## config.mk

```make
export PLATFORM = sky130hd
export DESIGN_NAME = sdos_server
export DESIGN_NICKNAME = d
export VERILOG_FILES = /design/src/rtl/sdos_pkg.sv /design/src/rtl/sdos_len_code.sv /design/src/rtl/sdos_server.sv
export SDC_FILE = /design/constraint.sdc
export NUM_CORES = 1
export LEC_CHECK = 0
export ABC_CLOCK_PERIOD_IN_PS = 9400
export BUFFER_PORTS_ARGS = -buffer_cell sky130_fd_sc_hd__buf_2
export CORE_MARGIN = 4
export CORE_UTILIZATION = 40
export DETAILED_ROUTE_END_ITERATION = 7
export PLACE_DENSITY = 0.69
export SLEW_MARGIN = 20
export SYNTH_ARGS = -nofsm -noshare
export SYNTH_HDL_FRONTEND = slang
export SYNTH_SLANG_ARGS = --single-unit
```

## constraint.sdc

```tcl
create_clock -name CLOCK -period 9.4 [get_ports CLOCK]
set_clock_uncertainty 0.2 [all_clocks]
set_input_delay 0.47 -clock CLOCK [delete_from_list [all_inputs] [get_ports CLOCK]]
set_output_delay 0.47 -clock CLOCK [all_outputs]
set_load 0.1 [all_outputs]
```

## src/rtl/sdos_pkg.sv

```systemverilog
// constants for the expedited service-data server
// assumes one system clock; frames arrive already filtered by the can core
package sdos_pkg;
	localparam logic [10:0] ID_REQ_BASE   = 11'h600;
	localparam logic [10:0] ID_RSP_BASE   = 11'h580;
	localparam logic [3:0]  FRAME_DLC     = 4'h8;
	localparam logic [7:0]  CMD_READ      = 8'h40;
	localparam logic [7:0]  CMD_RD_1B     = 8'h4F;
	localparam logic [7:0]  CMD_RD_2B     = 8'h4B;
	localparam logic [7:0]  CMD_RD_4B     = 8'h43;
	localparam logic [7:0]  CMD_WR_1B     = 8'h2F;
	localparam logic [7:0]  CMD_WR_2B     = 8'h2B;
	localparam logic [7:0]  CMD_WR_4B     = 8'h23;
	localparam logic [7:0]  CMD_WR_ACK    = 8'h60;
	localparam logic [7:0]  CMD_ABORT     = 8'h80;
	localparam logic [31:0] AB_BAD_CMD    = 32'h05040001;
	localparam logic [31:0] AB_WO_READ    = 32'h06010001;
	localparam logic [31:0] AB_RO_WRITE   = 32'h06010002;
	localparam logic [31:0] AB_NO_INDEX   = 32'h06020000;
	localparam logic [31:0] AB_NO_MAP     = 32'h06040041;
	localparam logic [31:0] AB_FAULT      = 32'h06060000;
	localparam logic [31:0] AB_LEN_MIS    = 32'h06070010;
	localparam logic [31:0] AB_LEN_BIG    = 32'h06070012;
	localparam logic [31:0] AB_LEN_SHORT  = 32'h06070013;
	localparam logic [31:0] AB_BAD_SUB    = 32'h06090011;
	localparam logic [31:0] AB_RANGE      = 32'h06090030;
	localparam logic [31:0] AB_TOO_BIG    = 32'h06090031;
	localparam logic [31:0] AB_TOO_SMALL  = 32'h06090032;
	localparam logic [31:0] AB_STATE      = 32'h08000022;
	// command byte field positions
	localparam int          CMD_E_BIT     = 1;
	localparam int          CMD_S_BIT     = 0;
	localparam int          CMD_N_LSB     = 2;
	// dictionary answer status codes
	localparam logic [3:0]  ST_OK         = 4'h0;
	localparam logic [3:0]  ST_NO_INDEX   = 4'h1;
	localparam logic [3:0]  ST_BAD_SUB    = 4'h2;
	localparam logic [3:0]  ST_WO         = 4'h3;
	localparam logic [3:0]  ST_RO         = 4'h4;
	localparam logic [3:0]  ST_NO_MAP     = 4'h5;
	localparam logic [3:0]  ST_LEN_MIS    = 4'h6;
	localparam logic [3:0]  ST_LEN_BIG    = 4'h7;
	localparam logic [3:0]  ST_LEN_SHORT  = 4'h8;
	localparam logic [3:0]  ST_RANGE      = 4'h9;
	localparam logic [3:0]  ST_TOO_BIG    = 4'hA;
	localparam logic [3:0]  ST_TOO_SMALL  = 4'hB;
	localparam logic [3:0]  ST_STATE      = 4'hC;
	localparam logic [6:0]  STATION_MIN   = 7'h01;
	typedef enum {S_IDLE, S_ASK, S_WAIT, S_SEND} sdos_state_t;
endpackage

```

## src/rtl/sdos_len_code.sv

```systemverilog
// maps an access length in bytes onto command and size fields
// assumes lengths of 1, 2 or 4; anything else is flagged unsupported
`timescale 1ns/1ps
module sdos_len_code (
	input  wire logic       clk,
	input  wire logic       rst,
	input  wire logic [2:0] len,
	output logic      [7:0] rd_cmd_reg,
	output logic            len_ok_reg
);
	logic [7:0] rd_cmd_next;
	logic       len_ok_next;

	always_comb begin
		rd_cmd_next = sdos_pkg::CMD_ABORT;
		len_ok_next = 1'b1;
		case (len)
			3'h1: rd_cmd_next = sdos_pkg::CMD_RD_1B;
			3'h2: rd_cmd_next = sdos_pkg::CMD_RD_2B;
			3'h4: rd_cmd_next = sdos_pkg::CMD_RD_4B;
			default: len_ok_next = 1'b0;
		endcase
	end

	always_ff @(posedge clk or posedge rst) begin
		if (rst) begin
			rd_cmd_reg <= 8'h00;
			len_ok_reg <= 1'b0;
		end else begin
			rd_cmd_reg <= rd_cmd_next;
			len_ok_reg <= len_ok_next;
		end
	end
endmodule // sdos_len_code

```

## src/rtl/sdos_server.sv

```systemverilog
// expedited service-data server: one request frame in, one reply out
// assumes the can core hands over whole frames and holds a reply until taken;
// the object store answers each access some cycles later with a status code
// station number is taken as static while a request is outstanding;
// a zero station blocks every new request until it is changed
//
// How it works
// RULE_01 - master requests use id 0x600+station, dlc 8
// RULE_02 - replies use id 0x580+station, dlc 8
// RULE_03 - command, index, subindex, little-endian data bytes
// RULE_04 - master reads with command 0x40
// RULE_05 - read reply 0x4F, 0x4B or 0x43 by size
// RULE_06 - failed read answered with 0x80
// RULE_07 - master writes with 0x2F, 0x2B, 0x23
// RULE_08 - accepted write acknowledged with 0x60
// RULE_09 - rejected write answered 0x80 with code
// RULE_10 - unknown command gives 0x05040001
// RULE_11 - wrong-direction access gives 0x0601000x codes
// RULE_12 - missing index or subindex codes
// RULE_13 - unmappable object gives 0x06040041
// RULE_14 - fault state refuses access, 0x06060000
// RULE_15 - length mismatch, too large, too short codes
// RULE_16 - range, too large, too small value codes
// RULE_17 - device state blocks transfer, 0x08000022
// RULE_18 - e/s flags and unused-byte count field
// RULE_19 - write ack echoes index, subindex, data
// RULE_20 - station number 1 to 127, never 0
// RULE_21 - read data ignored, one reply per request
// RULE_22 - abort code in bytes 4-7, lsb first
`timescale 1ns/1ps
module sdos_server (
	input  wire logic        CLOCK,
	input  wire logic        RST,
	input  wire logic [6:0]  STATION_NUMBER,
	input  wire logic        FAULT_STATE,
	input  wire logic        RX_VALID,
	input  wire logic [10:0] RX_ID,
	input  wire logic [3:0]  RX_DLC,
	input  wire logic [63:0] RX_DATA,
	input  wire logic        TX_READY,
	output logic             RX_READY,
	output logic             TX_VALID,
	output logic      [10:0] TX_ID,
	output logic      [3:0]  TX_DLC,
	output logic      [63:0] TX_DATA,
	output logic             OD_REQ,
	output logic             OD_WRITE,
	output logic      [15:0] OD_INDEX,
	output logic      [7:0]  OD_SUBINDEX,
	output logic      [31:0] OD_WDATA,
	output logic      [2:0]  OD_WLEN,
	input  wire logic        OD_ACK,
	input  wire logic [3:0]  OD_STATUS,
	input  wire logic [31:0] OD_RDATA,
	input  wire logic [2:0]  OD_RLEN,
	output logic             BAD_STATION
);
	sdos_pkg::sdos_state_t state_reg, state_next;
	logic        rx_ready_reg, rx_ready_next;
	logic        tx_valid_reg, tx_valid_next;
	logic [10:0] tx_id_reg, tx_id_next;
	logic [63:0] tx_data_reg, tx_data_next;
	logic        od_req_reg, od_req_next;
	logic        od_write_reg, od_write_next;
	logic [15:0] index_reg, index_next;
	logic [7:0]  sub_reg, sub_next;
	logic [31:0] wdata_reg, wdata_next;
	logic [2:0]  wlen_reg, wlen_next;
	logic        bad_st_reg, bad_st_next;
	logic [7:0]  rd_cmd;
	logic        rlen_ok;

	// registered length decode; OD_RLEN is held by the store with OD_ACK
	sdos_len_code u_len (
		.clk        (CLOCK),
		.rst        (RST),
		.len        (OD_RLEN),
		.rd_cmd_reg (rd_cmd),
		.len_ok_reg (rlen_ok)
	);

	logic [7:0]  rx_cmd;
	logic [15:0] rx_index;
	logic [7:0]  rx_sub;
	logic [31:0] rx_val;
	logic [2:0]  rx_len;
	logic [1:0]  rx_pad;
	logic        rx_exp;
	logic        rx_sized;
	logic        rx_is_wr;
	logic        rx_known;
	logic        rx_ours;

	always_comb begin
		rx_cmd   = RX_DATA[7:0];
		rx_index = RX_DATA[23:8];                                  // RULE_03
		rx_sub   = RX_DATA[31:24];
		rx_val   = RX_DATA[63:32];
		rx_exp   = rx_cmd[sdos_pkg::CMD_E_BIT];
		rx_sized = rx_cmd[sdos_pkg::CMD_S_BIT];
		rx_pad   = rx_cmd[sdos_pkg::CMD_N_LSB +: 2];
		rx_is_wr = 1'b0;
		rx_known = 1'b1;
		rx_len   = 3'h4;
		// only whole known command bytes pass, so a reserved flag pair
		// can never reach the store through the size field alone
		case (rx_cmd)                                              // RULE_18
			sdos_pkg::CMD_WR_1B,
			sdos_pkg::CMD_WR_2B,
			sdos_pkg::CMD_WR_4B: begin                             // RULE_07
				// e and s set: n trailing bytes are padding, 4-n carry data
				rx_is_wr = rx_exp && rx_sized;
				rx_len   = 3'h4 - {1'b0, rx_pad};
			end
			sdos_pkg::CMD_READ:  rx_len = 3'h0;                    // RULE_04
			default:             rx_known = 1'b0;
		endcase
		rx_ours = (RX_ID == 11'(sdos_pkg::ID_REQ_BASE + 11'(STATION_NUMBER)))
			&& (RX_DLC == sdos_pkg::FRAME_DLC)                     // RULE_01
			&& !bad_st_reg;                                        // RULE_20
	end

	function automatic logic [31:0] abort_of(input logic [3:0] st);
		case (st)
			sdos_pkg::ST_NO_INDEX:  abort_of = sdos_pkg::AB_NO_INDEX;
			sdos_pkg::ST_BAD_SUB:   abort_of = sdos_pkg::AB_BAD_SUB;  // RULE_12
			sdos_pkg::ST_WO:        abort_of = sdos_pkg::AB_WO_READ;
			sdos_pkg::ST_RO:        abort_of = sdos_pkg::AB_RO_WRITE; // RULE_11
			sdos_pkg::ST_NO_MAP:    abort_of = sdos_pkg::AB_NO_MAP;   // RULE_13
			sdos_pkg::ST_LEN_MIS:   abort_of = sdos_pkg::AB_LEN_MIS;
			sdos_pkg::ST_LEN_BIG:   abort_of = sdos_pkg::AB_LEN_BIG;
			sdos_pkg::ST_LEN_SHORT: abort_of = sdos_pkg::AB_LEN_SHORT; // RULE_15
			sdos_pkg::ST_RANGE:     abort_of = sdos_pkg::AB_RANGE;
			sdos_pkg::ST_TOO_BIG:   abort_of = sdos_pkg::AB_TOO_BIG;
			sdos_pkg::ST_TOO_SMALL: abort_of = sdos_pkg::AB_TOO_SMALL; // RULE_16
			default:                abort_of = sdos_pkg::AB_STATE;     // RULE_17
		endcase
	endfunction

	function automatic logic [63:0] abort_frame(input logic [15:0] idx,
			input logic [7:0] sub, input logic [31:0] code);
		abort_frame = {code, sub, idx, sdos_pkg::CMD_ABORT};       // RULE_22
	endfunction

	// the store's answer is taken one cycle late so the length decode settles
	logic        ack_d_reg, ack_d_next;
	logic [3:0]  st_d_reg, st_d_next;
	logic [31:0] rd_d_reg, rd_d_next;

	always_comb begin
		// a stray acknowledge outside the wait state is dropped here
		ack_d_next = OD_ACK && state_reg == sdos_pkg::S_WAIT;
		st_d_next  = OD_STATUS;
		rd_d_next  = OD_RDATA;
	end

	always_ff @(posedge CLOCK or posedge RST) begin
		if (RST) begin
			ack_d_reg <= 1'b0;
			st_d_reg  <= 4'h0;
			rd_d_reg  <= 32'h0;
		end else begin
			ack_d_reg <= ack_d_next;
			st_d_reg  <= st_d_next;
			rd_d_reg  <= rd_d_next;
		end
	end

	always_comb begin
		state_next    = state_reg;
		rx_ready_next = 1'b0;
		tx_valid_next = tx_valid_reg;
		tx_id_next    = tx_id_reg;
		tx_data_next  = tx_data_reg;
		od_req_next   = 1'b0;
		od_write_next = od_write_reg;
		index_next    = index_reg;
		sub_next      = sub_reg;
		wdata_next    = wdata_reg;
		wlen_next     = wlen_reg;
		case (state_reg)
			sdos_pkg::S_IDLE: begin
				// every frame taken drops ready for at least one cycle; frames for
				// other stations are swallowed without a reply
				rx_ready_next = !(RX_VALID && rx_ready_reg);
				if (RX_VALID && rx_ready_reg && rx_ours) begin
					index_next    = rx_index;
					sub_next      = rx_sub;
					od_write_next = rx_is_wr;
					// read data bytes are don't-care
					wdata_next    = rx_is_wr ? rx_val : 32'h0;   // RULE_21
					wlen_next     = rx_len;
					tx_id_next    = 11'(sdos_pkg::ID_RSP_BASE
						+ 11'(STATION_NUMBER));                    // RULE_02
					if (!rx_known) begin
						tx_data_next = abort_frame(rx_index, rx_sub,
							sdos_pkg::AB_BAD_CMD);                 // RULE_10
						state_next   = sdos_pkg::S_SEND;
					end else if (FAULT_STATE) begin
						tx_data_next = abort_frame(rx_index, rx_sub,
							sdos_pkg::AB_FAULT);                   // RULE_14
						state_next   = sdos_pkg::S_SEND;
					end else begin
						od_req_next  = 1'b1;
						state_next   = sdos_pkg::S_WAIT;
					end
				end
			end
			sdos_pkg::S_WAIT: begin
				if (ack_d_reg) begin
					state_next = sdos_pkg::S_SEND;
					if (st_d_reg != sdos_pkg::ST_OK) begin
						tx_data_next = abort_frame(index_reg, sub_reg,
							abort_of(st_d_reg));                   // RULE_06 RULE_09
					end else if (od_write_reg) begin
						tx_data_next = {wdata_reg, sub_reg, index_reg,
							sdos_pkg::CMD_WR_ACK};                 // RULE_08 RULE_19
					// a store length other than 1, 2 or 4 has no reply code
					end else if (!rlen_ok) begin
						tx_data_next = abort_frame(index_reg, sub_reg,
							sdos_pkg::AB_LEN_MIS);                 // RULE_06
					end else begin
						tx_data_next = {rd_d_reg, sub_reg, index_reg,
							rd_cmd};                               // RULE_05
					end
				end
			end
			sdos_pkg::S_SEND: begin
				tx_valid_next = 1'b1;
				state_next    = sdos_pkg::S_ASK;
			end
			sdos_pkg::S_ASK: begin
				// exactly one reply; next request only after it is taken
				if (tx_valid_reg && TX_READY) begin                // RULE_21
					tx_valid_next = 1'b0;
					rx_ready_next = 1'b1;
					state_next    = sdos_pkg::S_IDLE;
				end
			end
			default: state_next = sdos_pkg::S_IDLE;
		endcase
	end

	always_ff @(posedge CLOCK or posedge RST) begin
		if (RST) begin
			state_reg    <= sdos_pkg::S_IDLE;
			rx_ready_reg <= 1'b0;
			tx_valid_reg <= 1'b0;
			tx_id_reg    <= 11'h000;
			tx_data_reg  <= 64'h0;
			od_req_reg   <= 1'b0;
			od_write_reg <= 1'b0;
			index_reg    <= 16'h0000;
			sub_reg      <= 8'h00;
			wdata_reg    <= 32'h0;
			wlen_reg     <= 3'h0;
		end else begin
			state_reg    <= state_next;
			rx_ready_reg <= rx_ready_next;
			tx_valid_reg <= tx_valid_next;
			tx_id_reg    <= tx_id_next;
			tx_data_reg  <= tx_data_next;
			od_req_reg   <= od_req_next;
			od_write_reg <= od_write_next;
			index_reg    <= index_next;
			sub_reg      <= sub_next;
			wdata_reg    <= wdata_next;
			wlen_reg     <= wlen_next;
		end
	end

	// station check and reply length code: a zero station blocks every
	// take from the cycle after it appears, and reset keeps it blocked
	logic [3:0] tx_dlc_reg, tx_dlc_next;

	always_comb begin
		bad_st_next = (STATION_NUMBER < sdos_pkg::STATION_MIN);   // RULE_20
		tx_dlc_next = sdos_pkg::FRAME_DLC;                         // RULE_02
	end

	always_ff @(posedge CLOCK or posedge RST) begin
		if (RST) begin
			bad_st_reg <= 1'b1;
			tx_dlc_reg <= 4'h0;
		end else begin
			bad_st_reg <= bad_st_next;
			tx_dlc_reg <= tx_dlc_next;
		end
	end

	assign RX_READY    = rx_ready_reg;
	assign TX_VALID    = tx_valid_reg;
	assign TX_ID       = tx_id_reg;
	assign TX_DLC      = tx_dlc_reg;
	assign TX_DATA     = tx_data_reg;
	assign OD_REQ      = od_req_reg;
	assign OD_WRITE    = od_write_reg;
	assign OD_INDEX    = index_reg;
	assign OD_SUBINDEX = sub_reg;
	assign OD_WDATA    = wdata_reg;
	assign OD_WLEN     = wlen_reg;
	assign BAD_STATION = bad_st_reg;
endmodule // sdos_server
```

==> impl_metrics.csv, run 1 <==
group,metric,value,unit
global_route,gr-usage-met2,34.0,%
floorplanning,core_area,0.0186,mm^2
run,max-cap-violations,0,
timing,max_slew_margin,39.4,%
synth,yosys.area_share.adder,1.16,%
timing,fin_crit_sh,33.6,%
synth,synth_top_area_cell,"dfrtp_1",
clock_network,cts_root_buf,"clkbuf_16",
timing,slew_viol_final,0,
floorplanning,die_y,146,um
run_status,outcome,"finished, final reports clean",
placement,dp_hpwl,14200,um
power_and_ir_drop,p_int,1.22,mW
power_and_ir_drop,switchingPower,0.366,mW
timing,setup_tns,0,ps
power_and_ir_drop,peakVddDrop,0.121,mV
synth,synth_compound_area_share,6.92,%
drt,firstDrtPassIters,4,
setup_path,path_buf_inv,3,
final_layout,layout_common_cells,"268 x buf_2, 250 x nand2_1, 177 x dfrtp_1",
power_and_ir_drop,power_frac_comb,6.2,%
clock_network,cts.sinks,178,
drt,routed-via-count,6123,
drt,via_per_inst,4.88,
floorplanning,die_w,146,um
power_and_ir_drop,finalPower,1.59,mW
setup_path,cpPeakStageDelay,1080,ps
setup_path,worst-path-max-fanout,36,
timing,tightest_slew,910,ps
global_route,antenna_found_initial,0,
placement,gp_congestion,0.817,
power_and_ir_drop,switching_share,23.1,%
setup_path,worst_ep_arrival_time,3260,ps
synth,avgSynthCellArea,10.6,um^2
synth,ys_types,53,
timing,max_freq,0.316,GHz
global_route,grt-busiest-layer,"met2",
global_route,grt_max_degree,67,
clock_network,cts_tree,"built",
global_route,met3_usage,5.45,%
drt,drc,0,
clock_network,path_clk_slew,70,ps
setup_path,crit_path_frequent_cell,"nand2_1",
floorplanning,initial_core_util,40.6,%
synth,synthSimpleGateAreaFrac,18.3,%
synth,ys_seq_elements,178,
placement,dp_slack,5910,ps
drt,wl_per_cell,16.4,um
final_layout,drive_gt1_share,36.4,%
timing,fin_ws,6240,ps
setup_path,critPathTopFamily,"simple AND/OR/NAND/NOR gates",
floorplanning,io_pins,274,
hold_path,hp-class,"in -> reg",
clock_network,htreeDepth,4,
final_layout,final_nets,1147,
synth,synth_top_area_share,58.5,%
drt,dr.first_iter.drc_count,238,
clock_network,cts-resized-gates,0,
global_route,grt_use_met1,25.2,%
global_route,first_global_vias,6459,
synth,synth_edf_count,0,
timing,hold_violations,0,
synth,netlist_instances,718,
placement,port_buffers,268,
synth,synth-async-reset-ratio,100,%
synth,synth_top_family_by_area,"simple AND/OR/NAND/NOR gates",
setup_path,required,9500,ps
power_and_ir_drop,power.leakage,5.67,nW
timing,fin_crit,3160,ps
setup_path,startpoint_type,"input pin",
global_route,groute.usage.overall,19.8,%
floorplanning,die_area,0.0212,mm^2
final_layout,area_growth,32.2,%
final_layout,largest_reg_flops,62,
power_and_ir_drop,p_per_area,158,mW/mm^2
power_and_ir_drop,power_frac_seq,49.2,%
clock_network,numCtsBuffers,17,
synth,synth_xor_area_share,1.04,%
clock_network,insertion_delay,410,ps
drt,wirelength,20600,um
power_and_ir_drop,p_clk_share,44.6,%
setup_path,slowest_stage,"or4_2",
synth,ys.flop_type,"dfrtp_1",
clock_network,post-cts-setup-buffer-count,0,
global_route,grt_overflow,0,
final_layout,utilization,53.7,%
timing,whs,58.6,ps
setup_path,cp_cell_sequence,"dlygate4sd3_1 -> buf_2 -> xnor2_1 -> nand4_1 -> or4_2 -> buf_4 -> nand2_1 -> nand2_1",
synth,yosys_warnings,0,
synth,synth_area_leaders,"dfrtp_1 58%, nand2_1 12%, mux2_2 8.0%, a22o_1 2.8%, nand3_1 2.2%",
final_layout,n_antenna_cell,0,
final_layout,final_common_cell,"buf_2",
drt,ant_nets,0,
floorplanning,rows,50,
timing,setup-violations-final,0,
timing,rsz0062_at_grt,"false",
synth,seq_area_frac_synth,58.8,%
setup_path,worstSetupPathType,"in -> reg",
global_route,grt_pass1_wl,33900,um
synth,syn-cell-area,0.00758,mm^2
clock_network,clockBufferDepth,2,
setup_path,end_kind,"flip-flop",
synth,synthMuxAreaShare,9.16,%
[power groups by stage]
| stage | Sequential [mW] | Combinational [mW] | Clock, mW |
|---|---|---|---|
| finish | 0.780 | 0.0989 | 0.707 |
| global route | 0.780 | 0.111 | 0.762 |
| CTS | 0.780 | 0.100 | 0.726 |
| detailed placement | 0.794 | 0.0870 | 0 |
| global placement | 0.794 | 0.0859 | 0 |
| floorplan | 0.798 | 0.0420 | 0 |
[synth_stat cells (all sizes together) (4+ instances only)]
library cell / count
mux2: 59
o21ai: 10
inv: 15
a21oi: 12
a22o: 24
nor3: 5
nor2: 11
nand4: 4
ha: 7
clkbuf: 26
buf: 22
nand2: 250
nand3: 34
xnor2: 8
nor2b: 4
dfrtp: 177
[repair_timing]
item,4_1_cts,5_1_grt
hold buffers,39,0
setup endpoints to repair,0,0
endpoints found under the hold margin,91,0
[worst reg2reg max path: stages, from the launching register on]
cell and delay, ps:
dfstp_2 370, nor3b_1 310, nand4_1 210, or4_2 1080, buf_4 420, nand2_1 140
nand2_1 60
[stage by stage]
step | instances | cell area [um^2]
6_report | 1255 | 10000
5_1_grt | 1255 | 10000
4_1_cts | 1255 | 10000
3_5_place_dp | 1185 | 9030
3_3_place_gp | 1185 | 9030
2_1_floorplan | 722 | 7590
[final timing paths]
check / startpoint / slack (ps) / end / depth (start not counted)
max: STATION_NUMBER[1] / 6240 / OD_INDEX[11] / 8
min: OD_RLEN[1] / 60 / u_len.rd_cmd_reg[2] / 2
max reg2reg: BAD_STATION / 6490 / OD_INDEX[11] / 6
min reg2reg: TX_ID[0] / 270 / TX_ID[0] / 2
max in group asynchronous: RST / 6630 / rd_d_reg[7] / 5
min in group asynchronous: RST / 420 / TX_ID[5] / 3
[area by class of cell]
class | count | area [um^2]
Clock buffer | 19 | 443
Inverter | 16 | 65.1
Timing Repair Buffer | 316 | 1800
Multi-Input combinational cell | 480 | 2820
Sequential cell | 178 | 4460
Fill cell | 1680 | 8630
Clock inverter | 12 | 144
Tap cell | 234 | 293
[logic make-up (layout without fill, tap and decap cells)]
family          count (synthesis)  in the layout
other cells                     2              6
buf+inv                        64            363
xor+xnor                        9              9
fa+ha+maj                       7              7
flops                         178            178
compound gates                 69             69
mux                            62             62
simple gates                  327            327
[layer usage]
| metal | wire length, um | up-vias |
|---|---|---|
| met5 | 0 | - |
| met4 | 193 | 0 |
| met3 | 1400 | 12 |
| met2 | 10100 | 212 |
| met1 | 8900 | 2937 |
| li1 | - | 2962 |
Power figures use the tool's default switching activity.
==> run 2: changes to the inputs <==
--- a/config.mk
+++ b/config.mk
@@ -5,7 +5,7 @@
 export SDC_FILE = /design/constraint.sdc
 export NUM_CORES = 1
 export LEC_CHECK = 0
-export ABC_CLOCK_PERIOD_IN_PS = 9400
+export ABC_CLOCK_PERIOD_IN_PS = 3250
 export BUFFER_PORTS_ARGS = -buffer_cell sky130_fd_sc_hd__buf_2
 export CORE_MARGIN = 4
 export CORE_UTILIZATION = 40
==> constraint.sdc (replaced) <==
create_clock -name CLOCK -period 3.25 [get_ports CLOCK]
set_clock_uncertainty 0.2 [all_clocks]
set_input_delay 0.1625 -clock CLOCK [delete_from_list [all_inputs] [get_ports CLOCK]]
set_output_delay 0.1625 -clock CLOCK [all_outputs]
set_load 0.1 [all_outputs]
==> run 2 against run 1 <==
  * Register-to-register slack worse by 6000 ps
  * Critical path depth grew 2
  * Sequential power grew to 2.9 times the previous value
  * Setup slack worse by 5800 ps
  * Critical endpoint is now TX_DATA[16]
  * Largest cell class unchanged
  * Highest routed layer unchanged
==> impl_metrics.csv, run 2 (synthesized netlist as in run 1, its figures left out) <==
group,metric,value,unit
run_status,outcome,"finished, final reports clean",
timing,hold_violations,0,
timing,whs,21.9,ps
power_and_ir_drop,power.leakage,6.03,nW
final_layout,final_nets,1228,
final_layout,finalInstanceArea,0.0108,mm^2
final_layout,fillCellCount,1583,
placement,dp.cells,1190,
power_and_ir_drop,finalPower,4.61,mW
clock_network,numCtsBuffers,17,
hold_path,hp-class,"in -> reg",
drt,firstDrtPassIters,5,
floorplanning,core_area,0.0186,mm^2
drt,wirelength,22300,um
timing,max_freq,0.353,GHz
final_layout,final_common_cell,"buf_2",
timing,fin_crit,2830,ps
placement,dp_hpwl,14600,um
clock_network,clockBufferDepth,2,
final_layout,n_antenna_cell,0,
timing,rsz0062_at_grt,"false",
floorplanning,rows,50,
clock_network,cts_tree,"built",
setup_path,worst-path-max-fanout,63,
final_layout,drive_gt1_share,34.4,%
floorplanning,die_w,146,um
setup_path,startpoint_type,"input pin",
placement,port_buffers,268,
timing,fin_crit_sh,87.1,%
drt,drc,0,
setup_path,worstSetupPathType,"in -> reg",
setup_path,worst_ep_arrival_time,2930,ps
global_route,grt_max_degree,68,
drt,routed-via-count,6575,
drt,via_per_inst,4.92,
floorplanning,initial_core_util,40.6,%
clock_network,cts.sinks,178,
clock_network,path_clk_slew,70,ps
clock_network,post-cts-setup-buffer-count,0,
drt,wl_per_cell,16.7,um
run,max-cap-violations,0,
placement,gp_congestion,0.816,
timing,setup_tns,0,ps
global_route,groute.usage.overall,21.6,%
power_and_ir_drop,p_per_area,426,mW/mm^2
timing,max_slew_margin,38.4,%
placement,dpl_cell_area,0.00910,mm^2
global_route,grt_overflow,0,
clock_network,insertion_delay,420,ps
floorplanning,die_y,146,um
clock_network,cts_root_buf,"clkbuf_16",
global_route,first_global_vias,7067,
final_layout,area_growth,43.0,%
setup_path,required,3350,ps
power_and_ir_drop,peakVddDrop,0.364,mV
drt,dr.first_iter.drc_count,205,
timing,slew_viol_final,0,
global_route,grt_pass1_wl,36900,um
global_route,antenna_found_initial,0,
drt,ant_nets,0,
setup_path,end_kind,"flip-flop",
final_layout,layout_common_cells,"268 x buf_2, 250 x nand2_1, 177 x dfrtp_1",
timing,setup-violations-final,0,
final_layout,largest_reg_flops,62,
floorplanning,die_area,0.0212,mm^2
floorplanning,io_pins,274,
clock_network,htreeDepth,4,
timing,tightest_slew,924,ps
final_layout,instances_no_fill,1337,
[run 2: changes by cell type in the layout (fill, tap and decap cells not counted), sizes merged]
cell	before	now
dlygate4sd3	39	115
buf	277	282
bufinv	2	0
clkinv	5	7
inv	19	21
clkbuf	19	18
[run 2: worst paths after layout]
| path | from | endpoint | slack (ps) | cells past startpoint |
|---|---|---|---|---|
| hold reg to reg | TX_ID[1] | TX_ID[1] | 270 | 2 |
| hold / removal | RX_DATA[7] | OD_WLEN[2] | 20 | 4 |
| max in group asynchronous | RST | rd_d_reg[5] | 1760 | 4 |
| setup / recovery | RX_DATA[2] | TX_DATA[16] | 420 | 10 |
| min in group asynchronous | RST | TX_ID[6] | 230 | 3 |
| setup reg to reg | RX_READY | OD_REQ | 540 | 7 |
[run 2: worst max-delay path, cell delays in order]
cell and delay, ps:
dlygate4sd3_1 530, buf_2 130, inv_1 90, ha_1 190
nor3_1 90, nor4_4 160, o21bai_1 170, a32oi_4 190
buf_4 750, mux2_2 420
[run 2: metal layers]
layer / global-route usage (%) / share of wire (%)
met3: 6.91 / 6.9
met1: 27.2 / 42
met4: 6.41 / 1.8
met5: 0 / 0
met2: 35.7 / 49
[run 2: area by class of cell]
cell class	instances	area [um^2]	area share, %
multi-input combinational	480	2810	25.9
sequential	178	4460	41.1
timing repair buffer	397	2640	24.3
clock inverter	14	140	1.29
inverter	16	63.8	0.589
clock buffer	18	439	4.05
tap	234	293	2.70
[run 2: per-stage QoR]
stage / setup slack, ps / utilization, %
final: 419 / 58.1
after floorplan: 389 / -
after global routing: 272 / 58.1
after CTS: 421 / 58.1
after detailed placement: 541 / 48.8
after global placement: 615 / 48.8
[run 2: where the power goes]
part / switching [mW] / internal [mW]
registers: 0.0131 / 2.24
clock network: 0.950 / 1.04
logic: 0.183 / 0.182
[run 2: what timing repair did]
| item | CTS | global route |
|---|---|---|
| hold buffers | 115 | 0 |
| hold endpoints to repair | 164 | 0 |
| resized for setup | 0 | 0 |
==> run 3: changes to the inputs <==
--- a/config.mk
+++ b/config.mk
@@ -10,6 +10,7 @@
 export CORE_MARGIN = 4
 export CORE_UTILIZATION = 40
 export DETAILED_ROUTE_END_ITERATION = 7
+export MAX_ROUTING_LAYER = met4
 export PLACE_DENSITY = 0.69
 export SLEW_MARGIN = 20
 export SYNTH_ARGS = -nofsm -noshare
==> run 3 against run 2 <==
  * Via count up 0.49%
  * Non-clock buffer count unchanged
  * Combinational power about the same
  * Core utilization unchanged
  * Clock power about the same
==> impl_metrics.csv, run 3 (synthesized netlist as in run 1, its figures left out) <==
group,metric,value,unit
timing,setup_tns,0,ps
placement,port_buffers,268,
final_layout,utilization,58.1,%
power_and_ir_drop,switching_share,24.9,%
timing,rsz0062_at_grt,"false",
floorplanning,die_area,0.0212,mm^2
timing,tightest_slew,924,ps
run,max-cap-violations,0,
drt,dr.first_iter.drc_count,202,
timing,fin_crit,2830,ps
run_status,outcome,"finished, final reports clean",
power_and_ir_drop,p_int,3.46,mW
clock_network,post-cts-setup-buffer-count,0,
floorplanning,die_y,146,um
final_layout,area_growth,43.0,%
setup_path,required,3350,ps
drt,firstDrtPassIters,4,
setup_path,worstSetupPathType,"in -> reg",
setup_path,cpPeakStageDelay,750,ps
timing,setup-violations-final,0,
power_and_ir_drop,switchingPower,1.15,mW
final_layout,finalInstanceArea,0.0108,mm^2
power_and_ir_drop,power_frac_comb,7.9,%
clock_network,cts_root_buf,"clkbuf_16",
final_layout,layout_common_cells,"268 x buf_2, 250 x nand2_1, 177 x dfrtp_1",
global_route,gr-usage-met2,35.7,%
clock_network,clockBufferDepth,2,
clock_network,numCtsBuffers,17,
floorplanning,rows,50,
setup_path,slowest_stage,"buf_4",
setup_path,end_kind,"flip-flop",
floorplanning,initial_core_util,40.6,%
drt,drc,0,
clock_network,path_clk_slew,70,ps
clock_network,insertion_delay,420,ps
power_and_ir_drop,finalPower,4.61,mW
power_and_ir_drop,power_frac_seq,48.9,%
global_route,grt_pass1_wl,36800,um
placement,dp_hpwl,14600,um
global_route,grt_max_degree,68,
drt,ant_nets,0,
setup_path,worst_ep_arrival_time,2930,ps
global_route,antenna_found_initial,0,
timing,max_freq,0.353,GHz
final_layout,final_nets,1228,
global_route,grt-busiest-layer,"met2",
timing,hold_violations,0,
clock_network,cts_tree,"built",
drt,routed-via-count,6607,
floorplanning,io_pins,274,
final_layout,final_common_cell,"buf_2",
final_layout,fillCellCount,1583,
power_and_ir_drop,power.leakage,6.03,nW
drt,wirelength,22300,um
power_and_ir_drop,peakVddDrop,0.365,mV
power_and_ir_drop,p_clk_share,43.2,%
timing,fin_ws,420,ps
global_route,first_global_vias,7066,
timing,fin_crit_sh,87.1,%
drt,via_per_inst,4.94,
power_and_ir_drop,p_per_area,426,mW/mm^2
floorplanning,die_w,146,um
global_route,grt_overflow,0,
placement,gp_congestion,0.828,
floorplanning,core_area,0.0186,mm^2
final_layout,n_antenna_cell,0,
clock_network,htreeDepth,4,
hold_path,hp-class,"in -> reg",
clock_network,cts.sinks,178,
setup_path,cp_cell_sequence,"dlygate4sd3_1 -> buf_2 -> inv_1 -> ha_1 -> nor3_1 -> nor4_4 -> o21bai_1 -> a32oi_4 -> buf_4 -> mux2_2",
placement,dpl_cell_area,0.00910,mm^2
setup_path,worst-path-max-fanout,63,
setup_path,startpoint_type,"input pin",
drt,wl_per_cell,16.7,um
timing,max_slew_margin,38.4,%
final_layout,drive_gt1_share,34.4,%
timing,slew_viol_final,0,
placement,dp_slack,541,ps
global_route,grt_use_met1,27.9,%
final_layout,largest_reg_flops,62,
global_route,met3_usage,5.82,%
global_route,groute.usage.overall,22.2,%
run 3: critical path, delay by kind of cell:
kind | cells | cell delay (ps)
adder cells (fa/ha/maj) | 1 | 190
buffers and inverters | 4 | 1500
AND/OR/NAND/NOR | 2 | 250
multiplexers | 1 | 420
AO/OA/AOI/OAI | 2 | 360
run 3: per-stage QoR:
stage / instances / hold WS (ps)
3_5_place_dp: 1190 / 71.8
5_1_grt: 1337 / 12.0
4_1_cts: 1337 / 6.13
6_report: 1337 / 21.2
2_1_floorplan: 722 / -6.07
3_3_place_gp: 1190 / 71.2
run 3: power groups by stage:
stage	Combinational, mW	Sequential (mW)	Clock (mW)
after floorplan	0.122	2.31	0
after global placement	0.252	2.30	0
after detailed placement	0.256	2.30	0
after CTS	0.363	2.25	2.05
after global routing	0.401	2.26	2.16
final	0.364	2.26	1.99
run 3: final timing paths:
kind / slack (ps) / start / to / cells past startpoint
max in group asynchronous: 1760 / RST / rd_d_reg[5] / 4
min in group asynchronous: 220 / RST / TX_ID[6] / 3
setup reg to reg: 540 / RX_READY / OD_REQ / 7
setup / recovery: 420 / RX_DATA[2] / TX_DATA[16] / 10
hold / removal: 20 / RX_DATA[7] / OD_WLEN[2] / 4
hold reg to reg: 270 / TX_ID[1] / TX_ID[1] / 2
run 3: routing by layer:
metal / vias up / share of wire, %
li1: 3128 / -
met1: 3193 / 43
met2: 258 / 49
met3: 28 / 6.0
met4: 0 / 1.9
met5: - / 0
run 3: cell type report:
type	count	area [um^2]	share of cell area, %
Clock buffer	18	439	4.05
Clock inverter	14	140	1.29
Inverter	16	63.8	0.589
Multi-Input combinational cell	480	2810	25.9
Sequential cell	178	4460	41.1
Tap cell	234	293	2.70
Timing Repair Buffer	397	2640	24.3
run 3: timing repair:
| item | 4_1_cts | 5_1_grt |
|---|---|---|
| hold buffers | 115 | 0 |
| endpoints found under the hold margin | 164 | 0 |
| resized for setup | 0 | 0 |
